**config.mk**
```make
export PLATFORM = sky130hd
export DESIGN_NAME = sart_top
export DESIGN_NICKNAME = d
export VERILOG_FILES = /design/src/logic/sart_pkg.sv /design/src/logic/sart_top.sv /design/src/logic/sart_fifo.sv
export VERILOG_INCLUDE_DIRS = /design/src /design/src/logic
export SDC_FILE = /design/constraint.sdc
export NUM_CORES = 1
export LEC_CHECK = 0
export BUFFER_PORTS_ARGS = -buffer_cell sky130_fd_sc_hd__buf_4
export CORE_MARGIN = 8
export CORE_UTILIZATION = 43
export CTS_CLUSTER_SIZE = 24
export DETAILED_ROUTE_END_ITERATION = 8
export GPL_TIMING_DRIVEN = 0
export SLEW_MARGIN = 40
export SYNTH_ARGS = -nofsm -noshare
export SYNTH_HDL_FRONTEND = slang
export SYNTH_SLANG_ARGS = --single-unit
```
**constraint.sdc**
```tcl
create_clock -name sys_clk_i -period 3.8 [get_ports sys_clk_i]
set_input_delay 0.19 -clock sys_clk_i [delete_from_list [all_inputs] [get_ports sys_clk_i]]
set_output_delay 0.19 -clock sys_clk_i [all_outputs]
set_load 0.02 [all_outputs]
```
**src/logic/sart_cfg.svh**
```systemverilog
`ifndef SART_CFG_SVH
`define SART_CFG_SVH

// Serial clock periods per conversion frame
`define SART_CONV_SCLKS 16
// System clock period in ns (40 MHz)
`define SART_SYS_CLK_NS 25
// Least idle time between end of a read and the next frame start
`define SART_QUIET_NS 60
`define SART_QUIET_CYC ((`SART_QUIET_NS + `SART_SYS_CLK_NS - 1) / `SART_SYS_CLK_NS)
// Longest wake time from full power-down
`define SART_PWRUP_NS 1000
`define SART_PWRUP_CYC (`SART_PWRUP_NS / `SART_SYS_CLK_NS)
// Result word width and buffer depth
`define SART_WORD_W 16
`define SART_FIFO_DEPTH 4

`endif

```
**src/logic/sart_pkg.sv**
```systemverilog
`default_nettype none
`include "sart_cfg.svh"

package sart_pkg;

    typedef logic [`SART_WORD_W-1:0] sart_word_t;

    typedef struct packed {
        logic data;
        logic oe;
    } sart_line_s;

    typedef struct packed {
        logic frame_done;
        logic short_frame;
        logic gap_violation;
        logic underrun;
    } sart_event_s;

    typedef enum logic [1:0] {
        SART_IDLE = 2'b00,
        SART_SHIFT = 2'b01,
        SART_DONE = 2'b10
    } sart_state_e;

endpackage

`default_nettype wire

```
**src/logic/sart_top.sv**
```systemverilog
`timescale 1ns/10ps
`default_nettype none
`include "sart_cfg.svh"

module sart_top
    import sart_pkg::*;
#(
    parameter int WORD_W = `SART_WORD_W,
    parameter int FIFO_DEPTH = `SART_FIFO_DEPTH,
    parameter int CONV_SCLKS = `SART_CONV_SCLKS
) (
    input wire logic sys_clk_i,
    input wire logic reset_n_i,
    input wire logic chip_select_n_i,
    input wire logic serial_clk_i,
    input wire logic power_down_i,
    input wire sart_word_t sample_i,
    input wire logic sample_valid_i,
    output logic sample_ready_o,
    output logic serial_result_out_o,
    output logic serial_result_oe_o,
    output logic powered_up_o,
    output sart_event_s event_o
);

    sart_state_e state;
    sart_line_s line;
    sart_event_s event_q;
    logic [2:0] cs_sync;
    logic [2:0] sclk_sync;
    logic cs_fall;
    logic cs_high;
    logic sclk_fall;
    logic [4:0] bit_cnt;
    sart_word_t shifter;
    logic [7:0] quiet_cnt;
    logic [7:0] wake_cnt;
    logic start;
    logic head_valid;
    sart_word_t head_data;
    logic pop;
    sart_word_t first_word;
    logic shift_step;
    logic last_fall;
    logic frame_abort;
    logic read_end;

    // Stage 0 feeds only stage 1; edges are found between stages 1 and 2
    always_ff @(posedge sys_clk_i or negedge reset_n_i) begin
        if (!reset_n_i) begin
            cs_sync <= 3'h7;
            sclk_sync <= 3'h0;
        end else begin
            cs_sync <= {cs_sync[1:0], chip_select_n_i};
            sclk_sync <= {sclk_sync[1:0], serial_clk_i};
        end
    end

    // Falling edge seen between the settled sampler stages
    function automatic logic edge_fell(input logic [2:0] s);
        return s[2] && !s[1];
    endfunction

    // True for the fall that closes the frame's last bit period
    function automatic logic is_last(input logic [4:0] cnt);
        return cnt == 5'(CONV_SCLKS - 1);
    endfunction

    assign cs_fall = edge_fell(cs_sync);
    assign cs_high = cs_sync[1];
    assign sclk_fall = edge_fell(sclk_sync);
    assign start = (state == SART_IDLE) && cs_fall && powered_up_o;
    // The sampler costs two to three system clocks per pin edge; the nanosecond
    // pin delays cannot be met this way, only the order of events is kept
    assign shift_step = (state == SART_SHIFT) && !cs_high && sclk_fall;
    assign last_fall = shift_step && is_last(bit_cnt);
    assign frame_abort = (state == SART_SHIFT) && cs_high;
    assign read_end = last_fall || frame_abort;
    // An empty buffer still runs the frame with zeros, so the host never stalls
    assign first_word = head_valid ? head_data : '0;
    // A word is taken only when a frame really starts
    assign pop = start && head_valid;

    sart_fifo #(
        .WIDTH(WORD_W),
        .DEPTH(FIFO_DEPTH)
    ) u_fifo (
        .sys_clk_i(sys_clk_i),
        .reset_n_i(reset_n_i),
        .in_data_i(sample_i),
        .in_valid_i(sample_valid_i),
        .in_ready_o(sample_ready_o),
        .out_data_o(head_data),
        .out_valid_o(head_valid),
        .out_ready_i(pop)
    );

    // Wake timer: results are held back until the converter has settled
    always_ff @(posedge sys_clk_i or negedge reset_n_i) begin
        if (!reset_n_i) begin
            wake_cnt <= 8'(`SART_PWRUP_CYC);
            powered_up_o <= 1'b0;
        end else if (power_down_i) begin
            wake_cnt <= 8'(`SART_PWRUP_CYC);
            powered_up_o <= 1'b0;
        end else if (wake_cnt != 8'h00) begin
            wake_cnt <= wake_cnt - 8'h01;
            powered_up_o <= 1'b0;
        end else begin
            powered_up_o <= 1'b1;
        end
    end

    // Frame sequencer
    always_ff @(posedge sys_clk_i or negedge reset_n_i) begin
        if (!reset_n_i) begin
            state <= SART_IDLE;
        end else begin
            case (state)
                SART_IDLE: begin
                    if (start) begin
                        state <= SART_SHIFT;
                    end
                end
                SART_SHIFT: begin
                    if (frame_abort) begin
                        // Early abort: the line is released at once
                        state <= SART_IDLE;
                    end else if (last_fall) begin
                        state <= SART_DONE;
                    end
                end
                SART_DONE: begin
                    // Extra serial clocks in the frame are ignored; wait for deselect
                    if (cs_high) begin
                        state <= SART_IDLE;
                    end
                end
                default: begin
                    state <= SART_IDLE;
                end
            endcase
        end
    end

    // Result line: driven only while a frame shifts, so no state can leave it enabled
    always_ff @(posedge sys_clk_i or negedge reset_n_i) begin
        if (!reset_n_i) begin
            line <= '0;
        end else if (start) begin
            line.oe <= 1'b1;
            line.data <= first_word[WORD_W-1];
        end else if (state != SART_SHIFT || read_end) begin
            line <= '0;
        end else if (sclk_fall) begin
            line.data <= shifter[WORD_W-1];
        end
    end

    // Count of detected falls in the running frame
    always_ff @(posedge sys_clk_i or negedge reset_n_i) begin
        if (!reset_n_i) begin
            bit_cnt <= '0;
        end else if (start) begin
            bit_cnt <= '0;
        end else if (shift_step) begin
            bit_cnt <= bit_cnt + 5'h01;
        end
    end

    // Remaining bits of the word, leading bit first
    always_ff @(posedge sys_clk_i or negedge reset_n_i) begin
        if (!reset_n_i) begin
            shifter <= '0;
        end else if (start) begin
            shifter <= first_word << 1;
        end else if (shift_step && !is_last(bit_cnt)) begin
            shifter <= shifter << 1;
        end
    end

    // Quiet-gap timer after each read, checked against the next frame start
    always_ff @(posedge sys_clk_i or negedge reset_n_i) begin
        if (!reset_n_i) begin
            quiet_cnt <= 8'h00;
        end else if (read_end) begin
            quiet_cnt <= 8'(`SART_QUIET_CYC);
        end else if (quiet_cnt != 8'h00) begin
            quiet_cnt <= quiet_cnt - 8'h01;
        end
    end

    // One-cycle event pulses for the user side
    always_ff @(posedge sys_clk_i or negedge reset_n_i) begin
        if (!reset_n_i) begin
            event_q <= '0;
        end else begin
            event_q.frame_done <= last_fall;
            event_q.short_frame <= frame_abort;
            event_q.gap_violation <= cs_fall && (quiet_cnt != 8'h00);
            event_q.underrun <= start && !head_valid;
        end
    end

    assign serial_result_out_o = line.data;
    assign serial_result_oe_o = line.oe;
    assign event_o = event_q;

endmodule

`default_nettype wire

```
**src/logic/sart_fifo.sv**
```systemverilog
`timescale 1ns/10ps
`default_nettype none

module sart_fifo #(
    parameter int WIDTH = 16,
    parameter int DEPTH = 4
) (
    input wire logic sys_clk_i,
    input wire logic reset_n_i,
    input wire logic [WIDTH-1:0] in_data_i,
    input wire logic in_valid_i,
    output logic in_ready_o,
    output logic [WIDTH-1:0] out_data_o,
    output logic out_valid_o,
    input wire logic out_ready_i
);

    localparam int AW = (DEPTH > 1) ? $clog2(DEPTH) : 1;

    logic [WIDTH-1:0] mem [DEPTH];
    logic [AW-1:0] wr_ptr;
    logic [AW-1:0] rd_ptr;
    logic [AW:0] count;
    logic push;
    logic pop;

    function automatic logic [AW-1:0] ptr_inc(input logic [AW-1:0] p);
        return (p == AW'(DEPTH - 1)) ? '0 : p + 1'b1;
    endfunction

    assign in_ready_o = (count != (AW+1)'(DEPTH));
    assign out_valid_o = (count != '0);
    assign push = in_valid_i && in_ready_o;
    assign pop = out_valid_o && out_ready_i;
    assign out_data_o = mem[rd_ptr];

    always_ff @(posedge sys_clk_i) begin
        if (push) begin
            mem[wr_ptr] <= in_data_i;
        end
    end

    always_ff @(posedge sys_clk_i or negedge reset_n_i) begin
        if (!reset_n_i) begin
            wr_ptr <= '0;
            rd_ptr <= '0;
            count <= '0;
        end else begin
            if (push) begin
                wr_ptr <= ptr_inc(wr_ptr);
            end
            if (pop) begin
                rd_ptr <= ptr_inc(rd_ptr);
            end
            if (push && !pop) begin
                count <= count + 1'b1;
            end else if (pop && !push) begin
                count <= count - 1'b1;
            end
        end
    end

endmodule

`default_nettype wire

```
== Yosys cells after proc, flatten, opt, wreduce, memory -nomap -nowiden ==
Memories as Yosys holds them, arrays and structs flattened.
Cells that the tools add are included.
W data, S select, Z words.

* $add $sub $neg: 7
* Eq/ne operators: 10
* Muxes and demuxes: 26
* Reductions and logical operators: 36

{| class="wikitable"
|+ Operators by type and width
! kind !! count
|-
| $mux W16 || 3
|-
| $mux W8 || 4
|-
| $logic_and A1 B1 Y1 || 16
|-
| $reduce_bool A8 Y1 || 2
|-
| $sub A8 B1 Y8 const B || 2
|-
| $mux W2 || 7
|-
| $reduce_bool A2 Y1 || 6
|-
| $mux W5 || 2
|-
| $mux W1 || 7
|-
| $eq A2 B2 Y1 const B || 3
|-
| $logic_not A1 Y1 || 6
|-
| $mux W3 || 2
|-
| $ne A3 B3 Y1 const B || 2
|-
| $pmux W2 S3 || 1
|-
| $reduce_bool A3 Y1 || 2
|-
| $add A5 B1 Y5 const B || 1
|-
| $eq A5 B4 Y1 const B || 1
|-
| $add A2 B1 Y2 const B || 2
|-
| $ne A2 B2 Y1 const B || 2
|-
| $add A3 B1 Y3 const B || 1
|-
| $reduce_and A3 Y1 || 1
|-
| $sub A3 B1 Y3 const B || 1
|-
| $eq A2 B1 Y1 const B || 1
|-
| $logic_not A2 Y1 || 1
|-
| other kinds (2) || 3
|}

* Bits in registers: 59
* Memory bits (writable): 64
* Bits of input ports: 22
* Output and inout port bits: 8
* Word-level logic and storage cells: 97
* Memories kept: 1

{| class="wikitable"
|+ Memory list
! memory !! depth !! bits a word !! read ports !! clocked after memory_dff !! wr ports !! line !! source
|-
| u_fifo.mem || 4 || 16 || 1 || 0 || 1 || sart_fifo.sv:20 || <nowiki>logic [WIDTH-1:0] mem [DEPTH];</nowiki>
|}

== Longest topological paths before layout ==
* Depth after elaboration: 9
* Gate-level depth with buffers: 10
* Gate-level depth less buffers: 9

== Cells and area by module ==
From an unflattened synthesis, not the netlist that was laid out.

* Cells, all modules: 373
* Area, all modules: 5,272.6 µm²

{| class="wikitable"
|+ By module, submodules not included
! module !! instances !! cells each !! area an instance (µm²) !! seq. area each (µm²)
|-
| sart_fifo || 1 || 120 || 2,751.4 || 2,097.0
|-
| sart_top || 1 || 253 || 2,521.2 || 1,282.5
|}

== Worst setup path after synthesis ==
No wires, ideal clock.

* Path kind: reg-to-reg
* Start point: register cs_sync[2]
* End point: register u_fifo.count[1]
* Setup time: 0.125 ns
* Data arrival time: 2.089 ns
* Required time: 3.675 ns
* Setup slack: 1.586 ns
* Stages on the path, launching flop included: 9
* Path buffers: 1
* Clock period less this slack: 2.214 ns
* Path through: dfstp_2 -> nand2_1 -> nor4_1 -> clkbuf_1 -> nand2_1 -> ha_1 -> inv_1 -> fa_1 -> mux2_2

* Longest elaborated chain between the ends: 8
* Elaborated cells on any way between the ends: 10
* Those cells by class: mux: 1; reduce/logical: 9

{| class="wikitable"
|+ Ends and longest elaborated chain
! item !! line !! source
|-
| start: declaration || sart_top.sv:29 || <nowiki>logic [2:0] cs_sync;</nowiki>
|-
| start signal: assignment || sart_top.sv:54 || <nowiki>cs_sync <= {cs_sync[1:0], chip_select_n_i};</nowiki>
|-
| $logic_and A1 B1 Y1 * || sart_top.sv:61 || <nowiki>return s[2] && !s[1];</nowiki>
|-
| $logic_and A1 B1 Y1 * (2 in series) || sart_top.sv:72 || <nowiki>assign start = (state == SART_IDLE) && cs_fall && powered_up_o;</nowiki>
|-
| $logic_and A1 B1 Y1 * || sart_top.sv:82 || <nowiki>assign pop = start && head_valid;</nowiki>
|-
| $logic_and A1 B1 Y1 * || sart_fifo.sv:34 || <nowiki>assign pop = out_valid_o && out_ready_i;</nowiki>
|-
| $logic_not A1 Y1 || sart_fifo.sv:55 || <nowiki>if (push && !pop) begin</nowiki>
|-
| $logic_and A1 B1 Y1 || sart_fifo.sv:55 ||
|-
| $mux W3 or $reduce_bool A2 Y1 (tied branches) || -- ||
|-
| end signal: assignment || sart_fifo.sv:56 || <nowiki>count <= count + 1'b1;</nowiki>
|-
| end signal: assignment || sart_fifo.sv:58 || <nowiki>count <= count - 1'b1;</nowiki>
|-
| end: declaration || sart_fifo.sv:23 || <nowiki>logic [AW:0] count;</nowiki>
|}

Mark *: on every way between the ends. The rest lies on a longest branch, timed or not.
A chain may end at the register's enable or synchronous reset.

== Final worst setup path ==
Same ends and word-level chain as after synthesis.

==> impl_metrics.tcl <==
set metrics [dict create \
    grt_pass1_wl_um 15400 \
    die_height_um 125 \
    rsz0062_at_grt "no" \
    cts_resized 0 \
    r2r_start "cs_sync[2]" \
    final_cell_mix "edfxtp_1 (64), dfrtp_1 (53), buf_4 (28)" \
    synth_seq_area_share 0.667 \
    grt_pass1_vias 3098 \
    hold_viol 0 \
    fin_crit_sh 0.708 \
    crit_start "cs_sync[2]" \
    clock_latency_ns 0.41 \
    area_growth_pct 23.7 \
    ys_types 44 \
    syn_nets 374 \
    p_leak_nw 2.61 \
    grt_start_max_net_pins 59 \
    overflow 0 \
    critical_path_class "reg2reg" \
    rows 39 \
    netlist_instances 339 \
    place.gp.congestion 0.738 \
    core_um2 11500 \
    p_per_area_nw_per_um2 643 \
    grt_util_all_layers 0.125 \
    root_buffer "clkbuf_16" \
    drt_first_iter_violations 229 \
    drv_cap 0 \
    syn_area_um2 5070 \
    cp.required_ns 4.09 \
    p_int_w 0.00296 \
    wirelength_um 9200 \
    setup_viol 0 \
    path_clk_slew_ns 0.06 \
    synth-warning-count 0 \
    cts.sinks 122 \
    crit_path_max_fanout 10 \
    comb_power_share 0.149 \
    ys_async_sr_fraction 0.475 \
    tightest_slew_ns 0.727 \
    worstHoldStart "power_down_i" \
    dp_hpwl_um 5800 \
    ioPinCount 30 \
    drv_slew 0 \
    max_freq_mhz 372 \
    post_cts_buffers 0 \
    clk_path_buf_depth 2 \
    fin_skew_ns 0.00880 \
    drc 0 \
    place_inst 510 \
    startpoint_type "flop" \
    netSwitchingFraction 0.265 \
    dieWidth_um 125 \
    setup_tns_ns 0 \
    postRouteAntennaNets 0 \
    ys.flop_type "edfxtp_1" \
    fin_cells 561 \
    synth_edf_count 64 \
    layout_commonest_cell "edfxtp_1" \
    fin_crit_ns 2.69 \
    arrival_ns 2.98 \
    antennaDiodeCount 0 \
    io_buffers 28 \
    fin_nets 440 \
    status "completed" \
    vias_per_cell 5.09 \
    drt_pass1_iterations 4 \
    synth.ff_latch_count 122 \
    cts_inserted_buffers 17 \
    htreeDepth 4 \
    die_area_um2 15500 \
    clockPowerShare 0.413 \
    p_sw_w 0.00107 \
    syn_area_per_cell_um2 15.0 \
    relSlewSlack 0.515 \
    wl_per_cell_um 16.4 \
    drive_gt1_frac 0.237 \
    initial_core_util 0.442 \
    worstHoldPathType "in2reg" \
    p_seq_frac 0.439 \
    antenna_found_initial 0 \
    cts_tree "yes" \
    setup.worst_path.end_class "flop" \
    max-vdd-ir-drop_mv 0.619 \
    vias 2856 \
]
[registers in the layout (all words and copies together), names as in the netlist]
register / count
shifter: 15
u_fifo.count: 3
bit_cnt: 5
powered_up_o: 1
u_fifo.wr_ptr: 2
cs_sync: 3
sclk_sync: 3
quiet_cnt: 8
state: 2
serial_result_out_o: 1
u_fifo.rd_ptr: 2
serial_result_oe_o: 1
u_fifo.mem: 64
wake_cnt: 8
event_o: 4
[synthesized netlist by cell type (7+ instances only)]
library cell	count	area, um2
inv_1	11	41.3
edfxtp_1	64	1920
nand2_1	11	41.3
o21ai_1	9	45.0
ha_1	12	150
a21oi_1	11	55.1
o21ai_0	7	35.0
nor2_1	24	90.1
dfrtp_1	53	1330
mux4_2	16	360
mux2i_1	19	190
nand3_1	19	95.1
clkbuf_1	8	30.0
[stage by stage]
stage	power (W)	hold WS, ns	area (um2)	util	worst slack [ns]
2_1_floorplan	0.00219	-0.106	5070	-	1.59
3_3_place_gp	0.00235	0.304	5460	0.476	1.14
3_5_place_dp	0.00239	0.306	5470	0.477	1.09
4_1_cts	0.00408	0.150	6270	0.547	1.07
5_1_grt	0.00422	0.169	6270	0.547	0.955
6_report	0.00403	0.160	6270	0.547	1.11
[cell type report]
class                   instances  area [um2]
fillers                       934        5190
flip-flops and latches        122        3380
multi-input cells             193        1580
clock buffers                  18         429
repair buffers                 47         400
clock inverters                14         185
well taps                     143         179
plain buffers                  13        75.1
inverters                      11        41.3
[final timing paths]
| check | depth (start not counted) | slack (ns) | endpoint |
|---|---|---|---|
| hold reg to reg | 0 | 0.35 | sclk_sync[1] |
| min in group asynchronous | 2 | 0.39 | quiet_cnt[4] |
| setup reg to reg | 8 | 1.11 | u_fifo.count[1] |
| setup / recovery | 8 | 1.11 | u_fifo.count[1] |
| hold / removal | 2 | 0.16 | wake_cnt[6] |
| max in group asynchronous | 2 | 2.93 | shifter[9] |
[routing by layer]
metal,vias up,track usage,wire [um]
li1,1399,-,-
met1,1403,0.147,4230
met3,10,0.0477,328
met2,44,0.204,4530
met4,0,0.0475,114
met5,-,0,0
[cells by family after synthesis]
group / after synthesis / share of synthesized area
and+or+nand+nor: 91 / 0.0933
adders and majority gates: 13 / 0.0336
xor gates and xnor gates: 10 / 0.0173
AOI/OAI and AO/OA: 38 / 0.0442
DFF: 122 / 0.667
buffers and inverters: 24 / 0.0230
muxes: 41 / 0.122
[what timing repair did]
item / CTS / global route
endpoints found under the setup margin: 0 / 0
hold endpoints to repair: 119 / 0
hold buffers: 19 / 0
[critical path, stage by stage (launching register included)]
cell and delay, ns:
dfstp_2 0.52, nand2_1 0.05, nor4_1 0.30, clkbuf_1 0.42, nand2_1 0.24, ha_1 0.29
inv_1 0.07, fa_1 0.39, mux2_2 0.27
[power groups by stage]
stage / Clock (W) / Sequential (W) / Combinational (W)
finish: 0.00166 / 0.00177 / 0.000599
global route: 0.00175 / 0.00180 / 0.000675
CTS: 0.00169 / 0.00177 / 0.000616
detailed placement: 0 / 0.00179 / 0.000599
global placement: 0 / 0.00178 / 0.000568
floorplan: 0 / 0.00176 / 0.000429
(Power assumes the default switching activity.)
